$ cat src/verilog/txdrv_pkg.sv
package txdrv_pkg;
    // Register indices; the byte address on the bus is four times the index.
    localparam logic [7:0] IDX_DRIVE_MODE = 8'h28;
    localparam logic [7:0] IDX_CARRIER_AMP = 8'h29;
    localparam logic [7:0] IDX_TX_CONTROL = 8'h2A;
    localparam logic [7:0] IDX_LOAD_OVERSHOOT = 8'h2B;
    localparam logic [7:0] IDX_CRC_CONFIG = 8'h2C;
    // Writable bit masks; reserved bits read as zero.
    localparam logic [7:0] MASK_DRIVE_MODE = 8'hCF;
    localparam logic [7:0] MASK_CARRIER_AMP = 8'hDF;
    localparam logic [7:0] MASK_CRC_CONFIG = 8'h7F;
    localparam logic [7:0] RST_REG = 8'h00;
    // Field positions.
    localparam int B_INV2 = 7;
    localparam int B_INV1 = 6;
    localparam int B_TRANSMITTER_OUTPUTS_ENABLE = 3;
    localparam int B_CWMAX = 3;
    localparam int B_MODINV = 2;
    localparam int B_CRCINV = 1;
    localparam int B_CRCEN = 0;
    // Output drive style codes.
    localparam logic [2:0] STYLE_PUSH_PULL = 3'h0;
    localparam logic [2:0] STYLE_OPEN_DRAIN = 3'h1;
    localparam logic [2:0] STYLE_HIGH_Z = 3'h2;
    localparam logic [2:0] STYLE_FIX_LOW = 3'h5;
    localparam logic [2:0] STYLE_FIX_HIGH = 3'h6;
    // Modulation source codes.
    localparam logic [1:0] MOD_NONE = 2'h0;
    localparam logic [1:0] MOD_ENVELOPE = 2'h1;
    localparam logic [1:0] MOD_SERIAL = 2'h2;
    // Carrier reduction below the transmitter supply, in millivolts.
    localparam logic [10:0] CW_RED_0 = 11'h064;
    localparam logic [10:0] CW_RED_1 = 11'h0FA;
    localparam logic [10:0] CW_RED_2 = 11'h1F4;
    localparam logic [10:0] CW_RED_3 = 11'h3E8;
    localparam logic [10:0] CW_RED_NONE = 11'h000;
    // CRC types, widths and reflected polynomials (shifted LSB first).
    localparam logic [1:0] CRC_T5 = 2'h0;
    localparam logic [1:0] CRC_T8 = 2'h1;
    localparam logic [1:0] CRC_T16 = 2'h2;
    localparam logic [4:0] CRC_W5 = 5'h05;
    localparam logic [4:0] CRC_W8 = 5'h08;
    localparam logic [4:0] CRC_W16 = 5'h10;
    localparam logic [15:0] POLY5 = 16'h0012;
    localparam logic [15:0] POLY8 = 16'h00B8;
    localparam logic [15:0] POLY16 = 16'h8408;
    localparam logic [15:0] MASK5 = 16'h001F;
    localparam logic [15:0] MASK8 = 16'h00FF;
    localparam logic [15:0] MASK16 = 16'hFFFF;
    // Preset codes and values.
    localparam logic [2:0] PRE_C0 = 3'h0;
    localparam logic [2:0] PRE_C1 = 3'h1;
    localparam logic [2:0] PRE_C2 = 3'h2;
    localparam logic [2:0] PRE_C3 = 3'h3;
    localparam logic [2:0] PRE_USER = 3'h6;
    localparam logic [2:0] PRE_C7 = 3'h7;
    localparam logic [15:0] P16_1 = 16'h6363;
    localparam logic [15:0] P16_2 = 16'hA671;
    localparam logic [15:0] P16_3 = 16'hFFFE;
    localparam logic [15:0] P8_1 = 16'h0012;
    localparam logic [15:0] P8_2 = 16'h00BF;
    localparam logic [15:0] P8_3 = 16'h00FD;
    localparam logic [15:0] P5_1 = 16'h0012;
    localparam logic [15:0] PRE_ZERO = 16'h0000;
    typedef enum logic [1:0] {CRC_IDLE, CRC_DATA, CRC_APPEND} crc_state_e;
endpackage : txdrv_pkg

$ cat src/verilog/tx_driver_crc_control.sv
`timescale 1ns/100ps
// Operation
// - Bit 7 inverts the second RF output.
// - Bit 6 inverts the first RF output.
// - Enable bit drives both outputs together.
// - Style field picks drive; three codes unsupported.
// - Amplitude field picks one of four reductions.
// - Maximum carrier bit overrides amplitude reduction.
// - Residual carrier field sets modulation residual level.
// - Upper control nibble sets extra overshoot length.
// - Modulation invert bit inverts chosen source.
// - Source field: none, envelope, serial, reserved.
// - Upper load nibble feeds first overshoot stage.
// - Lower load nibble is trimmed load current.
// - CRC type selects CRC5, CRC8 or CRC16.
// - CRC invert bit inverts appended CRC.
// - CRC enable bit appends CRC to frame.
// - Preset field selects tabled CRC start value.
// - Code six loads user value, seven all ones; others undefined.
module tx_driver_crc_control
    import txdrv_pkg::*;
(
    input wire logic pclk, // Bus and block clock, 10 MHz.
    input wire logic presetn, // Asynchronous active-low reset.
    input wire logic psel, // APB select.
    input wire logic penable, // APB access phase.
    input wire logic pwrite, // APB direction, high for write.
    input wire logic [11:0] paddr, // APB byte address.
    input wire logic [31:0] pwdata, // APB write data.
    output logic [31:0] prdata, // APB read data.
    output logic pready, // APB ready.
    output logic pslverr, // APB error on unmapped address.
    input wire logic external_serial_input, // Asynchronous serial modulation pin.
    input wire logic [15:0] user_crc_preset, // Stored user CRC start value.
    input wire logic frame_start, // Pulse: a new frame begins.
    input wire logic data_valid, // A data bit is offered.
    input wire logic data_bit, // The offered data bit.
    input wire logic data_last, // The offered bit is the last of the frame.
    output logic data_ready, // Low while the CRC is being appended.
    output logic out_valid, // A frame bit is on out_bit.
    output logic out_bit, // Outgoing frame bit, data then CRC.
    output logic out_is_crc, // The outgoing bit belongs to the CRC.
    output logic first_rf_output_o, // First RF output level.
    output logic first_rf_output_oe_n, // First RF output enable, low drives.
    output logic second_rf_output_o, // Second RF output level.
    output logic second_rf_output_oe_n, // Second RF output enable, low drives.
    output logic [10:0] carrier_amplitude_reduction, // Millivolts below the supply.
    output logic carrier_max, // Carrier at maximum amplitude.
    output logic [4:0] residual_carrier, // Residual carrier setting.
    output logic [3:0] overshoot_extra_length, // Extra modulation, carrier clocks.
    output logic [3:0] overshoot_first_stage, // First overshoot stage value.
    output logic [3:0] expected_load_current_trim // Trimmed expected load current.
);

    logic [7:0] drive_mode_r; // Output inversion, enable and style.
    logic [7:0] amp_r; // Amplitude and residual carrier.
    logic [7:0] transmit_control_r; // Overshoot, max carrier, modulation select.
    logic [7:0] load_r; // Overshoot stage and load trim.
    logic [7:0] crccfg_r; // CRC preset, type, invert, enable.
    logic [31:0] prdata_r; // Read data captured in the setup cycle.
    logic [7:0] idx; // Word index of the current address.
    logic hit; // Address maps to a register.
    logic wr_en; // Write takes effect this edge.
    logic sig_meta_r; // First synchroniser stage.
    logic sig_sync_r; // Second synchroniser stage.
    logic mod_sig; // Selected, inverted modulation signal.
    logic envelope; // Internal transmit envelope.
    logic [2:0] style; // Output drive style field.
    crc_state_e state_r; // CRC sequencer state.
    logic [15:0] crc_r; // CRC shift register.
    logic [4:0] cnt_r; // Remaining CRC bits to send.
    logic [15:0] crc_nxt; // CRC after the offered bit.
    logic [15:0] poly; // Reflected polynomial for the type.
    logic [4:0] width; // CRC width for the type.
    logic [15:0] preset; // Start value for the type and code.
    logic take; // A data bit is accepted.

    assign idx = paddr[9:2];
    assign hit = (paddr[1:0] == 2'h0) && (paddr[11:10] == 2'h0) &&
                 (idx >= IDX_DRIVE_MODE) && (idx <= IDX_CRC_CONFIG);
    assign wr_en = psel && penable && pwrite && hit;
    // No wait state: read data is captured in setup and shown in access.
    assign pready = psel && penable;
    assign pslverr = psel && penable && !hit;
    assign prdata = prdata_r;

    // Register writes; reserved bits are masked so they read as zero.
    always_ff @(posedge pclk or negedge presetn) begin
        if (!presetn) begin
            drive_mode_r <= RST_REG;
            amp_r <= RST_REG;
            transmit_control_r <= RST_REG;
            load_r <= RST_REG;
            crccfg_r <= RST_REG;
        end else if (wr_en) begin
            unique case (idx)
                IDX_DRIVE_MODE: drive_mode_r <= pwdata[7:0] & MASK_DRIVE_MODE;
                IDX_CARRIER_AMP: amp_r <= pwdata[7:0] & MASK_CARRIER_AMP;
                IDX_TX_CONTROL: transmit_control_r <= pwdata[7:0];
                IDX_LOAD_OVERSHOOT: load_r <= pwdata[7:0];
                default: crccfg_r <= pwdata[7:0] & MASK_CRC_CONFIG;
            endcase
        end
    end

    // Read data is fetched one cycle early so the bus sees a flop.
    always_ff @(posedge pclk or negedge presetn) begin
        if (!presetn) begin
            prdata_r <= 32'h0;
        end else if (psel && !penable && !pwrite && hit) begin
            unique case (idx)
                IDX_DRIVE_MODE: prdata_r <= {24'h0, drive_mode_r};
                IDX_CARRIER_AMP: prdata_r <= {24'h0, amp_r};
                IDX_TX_CONTROL: prdata_r <= {24'h0, transmit_control_r};
                IDX_LOAD_OVERSHOOT: prdata_r <= {24'h0, load_r};
                default: prdata_r <= {24'h0, crccfg_r};
            endcase
        end else if (psel && !penable) begin
            // Unmapped or write: nothing useful to return.
            prdata_r <= 32'h0;
        end
    end

    // The serial pin is asynchronous, so it passes two flops first.
    always_ff @(posedge pclk or negedge presetn) begin
        if (!presetn) begin
            sig_meta_r <= 1'b0;
            sig_sync_r <= 1'b0;
        end else begin
            sig_meta_r <= external_serial_input;
            sig_sync_r <= sig_meta_r;
        end
    end

    // The envelope idles high and follows the outgoing frame bits.
    assign envelope = out_valid ? out_bit : 1'b1;

    // Modulation source select; the reserved code gives no modulation.
    always_comb begin
        unique case (transmit_control_r[1:0])
            MOD_ENVELOPE: mod_sig = envelope;
            MOD_SERIAL: mod_sig = sig_sync_r;
            default: mod_sig = 1'b0;
        endcase
        mod_sig = mod_sig ^ transmit_control_r[B_MODINV];
    end

    assign style = drive_mode_r[2:0];

    // RF outputs. Unsupported style codes fall back to high impedance,
    // which is the safest thing to present to an antenna.
    always_ff @(posedge pclk or negedge presetn) begin
        if (!presetn) begin
            first_rf_output_o <= 1'b0;
            second_rf_output_o <= 1'b0;
            first_rf_output_oe_n <= 1'b1;
            second_rf_output_oe_n <= 1'b1;
        end else if (!drive_mode_r[B_TRANSMITTER_OUTPUTS_ENABLE]) begin
            // Both outputs stay released while the transmitter is off.
            first_rf_output_o <= 1'b0;
            second_rf_output_o <= 1'b0;
            first_rf_output_oe_n <= 1'b1;
            second_rf_output_oe_n <= 1'b1;
        end else begin
            unique case (style)
                STYLE_PUSH_PULL: begin
                    first_rf_output_o <= mod_sig ^ drive_mode_r[B_INV1];
                    second_rf_output_o <= mod_sig ^ drive_mode_r[B_INV2];
                    first_rf_output_oe_n <= 1'b0;
                    second_rf_output_oe_n <= 1'b0;
                end
                STYLE_OPEN_DRAIN: begin
                    // Only a low level is driven; a high releases the pin.
                    first_rf_output_o <= 1'b0;
                    second_rf_output_o <= 1'b0;
                    first_rf_output_oe_n <= mod_sig ^ drive_mode_r[B_INV1];
                    second_rf_output_oe_n <= mod_sig ^ drive_mode_r[B_INV2];
                end
                STYLE_FIX_LOW, STYLE_FIX_HIGH: begin
                    first_rf_output_o <= (style == STYLE_FIX_HIGH);
                    second_rf_output_o <= (style == STYLE_FIX_HIGH);
                    first_rf_output_oe_n <= 1'b0;
                    second_rf_output_oe_n <= 1'b0;
                end
                default: begin
                    first_rf_output_o <= 1'b0;
                    second_rf_output_o <= 1'b0;
                    first_rf_output_oe_n <= 1'b1;
                    second_rf_output_oe_n <= 1'b1;
                end
            endcase
        end
    end

    // Carrier amplitude settings handed to the analog driver.
    always_ff @(posedge pclk or negedge presetn) begin
        if (!presetn) begin
            carrier_amplitude_reduction <= CW_RED_NONE;
            carrier_max <= 1'b0;
            residual_carrier <= 5'h00;
            overshoot_extra_length <= 4'h0;
            overshoot_first_stage <= 4'h0;
            expected_load_current_trim <= 4'h0;
        end else begin
            carrier_max <= transmit_control_r[B_CWMAX];
            if (transmit_control_r[B_CWMAX]) begin
                carrier_amplitude_reduction <= CW_RED_NONE;
            end else begin
                unique case (amp_r[7:6])
                    2'h0: carrier_amplitude_reduction <= CW_RED_0;
                    2'h1: carrier_amplitude_reduction <= CW_RED_1;
                    2'h2: carrier_amplitude_reduction <= CW_RED_2;
                    2'h3: carrier_amplitude_reduction <= CW_RED_3;
                endcase
            end
            residual_carrier <= amp_r[4:0];
            overshoot_extra_length <= transmit_control_r[7:4];
            overshoot_first_stage <= load_r[7:4];
            expected_load_current_trim <= load_r[3:0];
        end
    end

    // Polynomial, width and start value for the configured CRC type.
    always_comb begin
        poly = POLY16;
        width = CRC_W16;
        unique case (crccfg_r[3:2])
            CRC_T5: begin
                poly = POLY5;
                width = CRC_W5;
            end
            CRC_T8: begin
                poly = POLY8;
                width = CRC_W8;
            end
            default: begin
                poly = POLY16;
                width = CRC_W16;
            end
        endcase
        // Undefined preset codes start from zero.
        preset = PRE_ZERO;
        unique case (crccfg_r[6:4])
            PRE_C1: preset = (crccfg_r[3:2] == CRC_T16) ? P16_1 : (crccfg_r[3:2] == CRC_T8) ? P8_1 : P5_1;
            PRE_C2: preset = (crccfg_r[3:2] == CRC_T16) ? P16_2 : (crccfg_r[3:2] == CRC_T8) ? P8_2 : PRE_ZERO;
            PRE_C3: preset = (crccfg_r[3:2] == CRC_T16) ? P16_3 : (crccfg_r[3:2] == CRC_T8) ? P8_3 : PRE_ZERO;
            PRE_USER: preset = user_crc_preset;
            PRE_C7: preset = MASK16;
            default: preset = PRE_ZERO;
        endcase
        preset = preset & ((width == CRC_W5) ? MASK5 : (width == CRC_W8) ? MASK8 : MASK16);
        // Reflected shift: data go in LSB first, as they leave the block.
        crc_nxt = {1'b0, crc_r[15:1]} ^ ((crc_r[0] ^ data_bit) ? poly : PRE_ZERO);
    end

    assign data_ready = (state_r != CRC_APPEND);
    assign take = data_valid && data_ready;

    // Frame sequencer: data bits pass through, the CRC follows the last one.
    // The reserved CRC type appends nothing rather than guessing a width.
    always_ff @(posedge pclk or negedge presetn) begin
        if (!presetn) begin
            state_r <= CRC_IDLE;
            crc_r <= PRE_ZERO;
            cnt_r <= 5'h00;
        end else if (frame_start && state_r != CRC_APPEND) begin
            state_r <= CRC_DATA;
            crc_r <= preset;
        end else begin
            unique case (state_r)
                CRC_IDLE: begin
                    cnt_r <= 5'h00;
                end
                CRC_DATA: begin
                    if (take) begin
                        crc_r <= crc_nxt;
                        if (data_last && crccfg_r[B_CRCEN] && crccfg_r[3:2] != 2'h3) begin
                            state_r <= CRC_APPEND;
                            cnt_r <= width;
                        end else if (data_last) begin
                            state_r <= CRC_IDLE;
                        end
                    end
                end
                CRC_APPEND: begin
                    crc_r <= {1'b0, crc_r[15:1]};
                    cnt_r <= cnt_r - 5'h01;
                    if (cnt_r == 5'h01) begin
                        state_r <= CRC_IDLE;
                    end
                end
            endcase
        end
    end

    // Outgoing bit stream; the CRC starts in the cycle after the last bit.
    always_ff @(posedge pclk or negedge presetn) begin
        if (!presetn) begin
            out_valid <= 1'b0;
            out_bit <= 1'b0;
            out_is_crc <= 1'b0;
        end else if (state_r == CRC_APPEND) begin
            out_valid <= 1'b1;
            out_bit <= crc_r[0] ^ crccfg_r[B_CRCINV];
            out_is_crc <= 1'b1;
        end else begin
            out_valid <= take && (state_r == CRC_DATA);
            out_bit <= data_bit;
            out_is_crc <= 1'b0;
        end
    end
endmodule : tx_driver_crc_control

$ cat config.mk
export PLATFORM = sky130hd
export DESIGN_NAME = tx_driver_crc_control
export DESIGN_NICKNAME = d
export VERILOG_FILES = /design/src/verilog/txdrv_pkg.sv /design/src/verilog/tx_driver_crc_control.sv
export SDC_FILE = /design/constraint.sdc
export NUM_CORES = 1
export LEC_CHECK = 0
export ABC_AREA = 0
export BUFFER_PORTS_ARGS = -buffer_cell sky130_fd_sc_hd__buf_2
export CORE_AREA = 2 2 99 101
export CTS_CLUSTER_SIZE = 8
export DETAILED_ROUTE_END_ITERATION = 16
export DIE_AREA = 0 0 101 103
export PLACE_DENSITY = 0.82
export SYNTH_ARGS = -nofsm -noshare
export SYNTH_HDL_FRONTEND = slang
export SYNTH_SLANG_ARGS = --single-unit
$ cat constraint.sdc
create_clock -name pclk -period 3.4 [get_ports pclk]
set_clock_uncertainty 0.1 [all_clocks]
set_input_delay 0.51 -clock pclk [delete_from_list [all_inputs] [get_ports pclk]]
set_output_delay 0.51 -clock pclk [all_outputs]
set_load 0.02 [all_outputs]
==> impl_metrics.ini, run 1 <==
[pwr]
p_leak_nw = 2.83
powerDensity_nw_per_um2 = 385
ir_drop_mv = 0.226

[clock_network]
cts_buffer_depth = 2
cts_tree = built
clk_pin_slew_ps = 100
cts_buffers = 9
ctsHoldBuffers = 0
post_cts_resized = 0
postCtsSetupRepairBufs = 0
htreeDepth = 3
insertion_delay_ps = 370
clockRootBuffer = clkbuf_8
clock-sinks = 102

[logic_synthesis]
yosys.area_share.adder_pct = 4.46
synthTopCellsByArea = dfrtp_1 (50%), mux2_2 (8.5%), ha_1 (4.5%)
synth_top_cell_by_area = dfrtp_1
yosysMostFrequentCell = dfrtp_1
synth_top_family_by_area = simple AND/OR/NAND/NOR gates
netlist_area_um2 = 5050
yosys.area_share.simple_pct = 12.5
synth-edff-count = 0
ys_seq_elements = 102
synth_mux_area_share_pct = 11.4
yosys.cell_types.count = 50
synth_compound_area_share_pct = 12.0
synth.top_cell.area_share_pct = 49.6
yosysSeqAreaShare_pct = 50.6
postSynthCellCount = 458
async_reset_ff_share_pct = 100
synth_warnings = 0
yosys.area_share.xor_xnor_pct = 2.26
syn_area_per_cell_um2 = 11.0
ys.flop_type = dfrtp_1
post_synth_most_frequent_cells = dfrtp_1 (100), nand2_1 (41), mux2_2 (38), nor2_1 (30), o21ai_0 (28)

[route]
drtPass1Iterations = 4
avgRoutedWirePerCell_um = 16.5
ant_nets = 0
dr_total_vias = 3714
first_iter_violations = 207
drcViolationCount = 0
wl_um = 11000
routed_via_density = 5.59

[worst_setup_path]
worstSetupPathType = input pin to primary output
worstPathArrival_ps = 2010
critPathRequiredTime_ps = 2790
path_cells = buf_2, or4_1, or4_4, a21oi_1, nor2b_1, buf_2
crit_path_max_incr_delay_ps = 550
cp_slowest_cell = or4_1
cp_max_fo = 3
crit_top_cell = buf_2
start_kind = input pin
end_kind = primary output

[floorplanning]
io_pins = 141
die_area_um2 = 10400
die_x_um = 101
rows = 36
start_util_pct = 53.4
core_area_um2 = 9460
dieHeight_um = 103

[timing]
setup_slack_ps = 775
worst_slew_pin_slew_ps = 725
rsz0062_at_grt = no
hold_violations = 0
setup_violations = 0
final.setup.tns_ps = 0
timing.fmax_mhz = 381
fin_crit_sh_pct = 77.2
period_needed_ps = 2620
drv_slew = 0
slew_headroom_pct = 51.7

[layout]
antenna_cells = 0
final_nets = 633
drive_gt1_share_pct = 30.0
syn_to_final_growth_pct = 13.1
final_area_um2 = 5710
seq_area_um2 = 2550
multi_input_area_um2 = 2250
fillers = 773
fin_cells = 664
final_util_pct = 60.4

[grt]
grt_pass1_vias = 3621
grt_use_met3_pct = 4.95
gr-usage-met1_pct = 30.1
grt_util_met2_pct = 35.7
globalRouteOverflowTotal = 0
antenna_found_initial = 0
grt_max_degree = 50
grt_busiest_layer = met2
grt_pass1_wl_um = 17800
track_usage_pct = 22.3

[placed_design]
dp_slack_ps = 546
dp_cells = 648
dpl_cell_area_um2 = 5520
place_congestion = 0.877
post-dp-hpwl_um = 8160
io_buffer_count = 90

[flow_run]
max_cap_violations = 0

[run_status]
outcome = completed

[min_path]
hp-class = input pin to async pin
==> routing by layer <==
metal | up-vias | part of all wire (%)
met1 | 1839 | 45
met3 | 18 | 5.6
li1 | 1733 | -
met5 | - | 0
met4 | 0 | 1.6
met2 | 124 | 48
==> placed cells by master (no fill, tap or decap), types with 10 or more instances in the layout <==
master / count
nor2_1: 30
nor2b_1: 10
o21ai_0: 28
nand2_1: 41
mux2_2: 38
a21oi_1: 18
a22o_1: 11
nand2b_1: 10
dfrtp_1: 100
conb_1: 26
ha_1: 18
buf_2: 89
inv_1: 20
==> final timing paths <==
| kind | startpoint | endpoint | slack [ps] | cells after the start |
|---|---|---|---|---|
| max | paddr[1] | pslverr | 780 | 6 |
| min | presetn | crc_r[13] | 40 | 1 |
| max reg2reg | state_r[0] | cnt_r[2] | 920 | 6 |
| min reg2reg | sig_meta_r | sig_sync_r | 270 | 0 |
| max in group asynchronous | presetn | prdata[3] | 2360 | 2 |
| min in group pclk | external_serial_input | sig_meta_r | 140 | 1 |
==> worst max-delay path: cells and delay by family <==
family | cells | cell delay, ps
AO/OA/AOI/OAI | 1 | 170
buffers and inverters | 2 | 250
AND/OR/NAND/NOR | 3 | 1090
==> registers in the layout (all words and copies together) (netlist names), 5 cells and up <==
signal / count
drive_mode_r: 6
load_r: 8
transmit_control_r: 8
cnt_r: 5
carrier_amplitude_reduction: 8
crccfg_r: 7
residual_carrier: 5
prdata: 8
crc_r: 16
amp_r: 7
==> power by group <==
group / switching, mW / leakage [nW] / internal, mW / total, mW
combinational: 0.129 / 1.37 / 0.0632 / 0.192
clock: 0.461 / 0.0959 / 0.288 / 0.749
sequential: 0.0185 / 1.36 / 1.24 / 1.26
total: 0.608 / 2.83 / 1.59 / 2.20
==> cell type report <==
type,instances,share of cell area (%)
well taps,114,2.50
flip-flops and latches,102,44.8
clock inverters,7,1.23
inverters,20,1.31
clock buffers,9,2.17
multi-input cells,317,39.4
repair buffers,95,8.59
==> logic make-up after synthesis <==
group,after synthesis
xor+xnor,13
simple gates,122
flops,102
fa+ha+maj,18
other cells,1
buf+inv,64
compound gates,93
mux,45
==> stage by stage <==
step	total power [mW]	hold slack (ps)
global route	2.30	79.5
CTS	2.21	62.0
floorplan	1.41	114
global placement	1.47	255
detailed placement	1.47	245
finish	2.20	36.9
No activity file was read; power rests on OpenSTA's default activity.
==> inputs of run 2 (changes only) <==
--- a/config.mk
+++ b/config.mk
@@ -7,11 +7,11 @@
 export LEC_CHECK = 0
 export ABC_AREA = 0
 export BUFFER_PORTS_ARGS = -buffer_cell sky130_fd_sc_hd__buf_2
-export CORE_AREA = 2 2 99 101
+export CORE_AREA = 2 2 107 109
 export CTS_CLUSTER_SIZE = 8
 export DETAILED_ROUTE_END_ITERATION = 16
-export DIE_AREA = 0 0 101 103
-export PLACE_DENSITY = 0.82
+export DIE_AREA = 0 0 109 111
+export PLACE_DENSITY = 0.75
 export SYNTH_ARGS = -nofsm -noshare
 export SYNTH_HDL_FRONTEND = slang
 export SYNTH_SLANG_ARGS = --single-unit
==> constraint.sdc (replaced) <==
create_clock -name pclk -period 2.3 [get_ports pclk]
set_clock_uncertainty 0.1 [all_clocks]
set_input_delay 0.345 -clock pclk [delete_from_list [all_inputs] [get_ports pclk]]
set_output_delay 0.345 -clock pclk [all_outputs]
set_load 0.02 [all_outputs]
==> run 2 against run 1 <==
Register-to-register slack got worse by 700 ps; largest cell class unchanged; highest routed layer unchanged; clock power increased by 110%; critical endpoint unchanged; global-route usage decreased by 2.0 points; critical path depth unchanged; critical path type unchanged; largest power group unchanged.
==> impl_metrics.ini, run 2 (synthesized netlist as in run 1, its figures left out) <==
[run_status]
outcome = completed

[pwr]
total_power_mw = 3.73
p_leak_nw = 2.95
ir_drop_mv = 0.472
powerDensity_nw_per_um2 = 620

[worst_setup_path]
start_kind = input pin
rr_startpoint = state_r[0]
reg2reg_slack_ps = 220
worstPathArrival_ps = 1790
cp_max_fo = 3
critPathBufInv = 2
end_kind = primary output
path_cells = buf_2, or4_4, or4_4, a21oi_2, nor2b_1, buf_2
critical-path-top-delay-family = simple AND/OR/NAND/NOR gates
reg2reg_to = crc_r[10]
critPathRequiredTime_ps = 1860
crit_path_max_incr_delay_ps = 520
cp_slowest_cell = or4_4
worstSetupPathType = input pin to primary output
reg2reg_depth = 6

[route]
first_iter_violations = 216
drtPass1Iterations = 4
routed_via_density = 5.35
wl_um = 11500
avgRoutedWirePerCell_um = 16.3
drcViolationCount = 0
ant_nets = 0
dr_total_vias = 3781

[layout]
antenna_cells = 0
final_util_pct = 54.3
final_common_cell = dfrtp_1
top_register = crc_r
final_nets = 647
largest_reg_flops = 16
drive_gt1_share_pct = 33.0
fin_cells = 707
syn_to_final_growth_pct = 19.1
most-common-layout-cells = dfrtp_1 (100), buf_2 (89), nand2_1 (41)

[floorplanning]
core_area_um2 = 11100
die_area_um2 = 12100
start_util_pct = 45.6
io_pins = 141
die_x_um = 109
dieHeight_um = 111
rows = 39

[clock_network]
insertion_delay_ps = 350
clk_pin_slew_ps = 70
cts_tree = built
htreeDepth = 3
clock-sinks = 102
cts_buffer_depth = 2
cts_buffers = 9
clockRootBuffer = clkbuf_16

[placed_design]
dp_cells = 689
post-dp-hpwl_um = 8310
dp_slack_ps = -250
io_buffer_count = 90
place_congestion = 0.921

[timing]
final.setup.tns_ps = 0
rsz0062_at_grt = no
drv_slew = 0
hold_violations = 0
timing.fmax_mhz = 447
worst_slew_pin_slew_ps = 735
period_needed_ps = 2240
setup_violations = 0
slew_headroom_pct = 50.5
fin_crit_sh_pct = 97.3
setup_slack_ps = 62.3

[grt]
antenna_found_initial = 0
grt_pass1_vias = 3791
globalRouteOverflowTotal = 0
track_usage_pct = 20.3
grt_pass1_wl_um = 19100
grt_max_degree = 52

[min_path]
hold_end = sig_meta_r
holdPathStages = 1
hp-class = input pin to flop
hp-start = external_serial_input

[flow_run]
max_cap_violations = 0
run 2: repair_timing:
item / CTS / global route
pin swaps: 0 / 0
endpoints found under the hold margin: 26 / 0
hold buffers: 1 / 0
setup buffers: 0 / 1
setup endpoints to repair: 1 / 22
resized for setup: 1 / 7
run 2: per-layer routing:
layer	track usage, %	vias up	routed length (um)
li1	-	1766	-
met1	27.6	1849	4950
met2	32.2	144	5720
met3	4.35	22	633
met4	6.67	0	248
met5	0	-	0
run 2: area by class of cell:
class / count / area [um^2]
clock buffers: 9 / 225
clock inverters: 7 / 93.8
inverters: 20 / 75.1
repair buffers: 109 / 611
flip-flops and latches: 102 / 2550
well taps: 143 / 179
multi-input cells: 317 / 2270
fillers: 950 / 5060
run 2: worst register-to-register path, stage by stage (launching register included):
cell	delay, ps
dfrtp_1	400
ha_1	320
a211oi_1	360
a21o_1	510
a211oi_1	100
o21ai_0	100
o21a_1	130
run 2: per-stage QoR:
step	instance area (um^2)	hold WS, ps
floorplan	5140	-50.6
global placement	5650	187
detailed placement	5650	189
CTS	5990	8.31
global route	6010	7.45
finish	6010	10.8
run 2: power breakdown:
part           leakage, nW  internal, mW  total, mW  switching [mW]
clock network        0.154         0.788       1.57           0.784
logic                 1.44         0.101      0.298           0.197
registers             1.36          1.83       1.86          0.0263
total                 2.95          2.72       3.73            1.01
run 2: worst max-delay path by stage:
stage / endpoint / slack, ps / depth (start not counted) / startpoint
finish: pslverr / 60 / 6 / paddr[1]
global route: crc_r[10] / 20 / 7 / state_r[1]
detailed placement: load_r[0] / -250 / 6 / paddr[1]
CTS: pslverr / 30 / 6 / paddr[1]
floorplan: crccfg_r[0] / -50 / 4 / paddr[1]
global placement: load_r[3] / -200 / 6 / paddr[1]
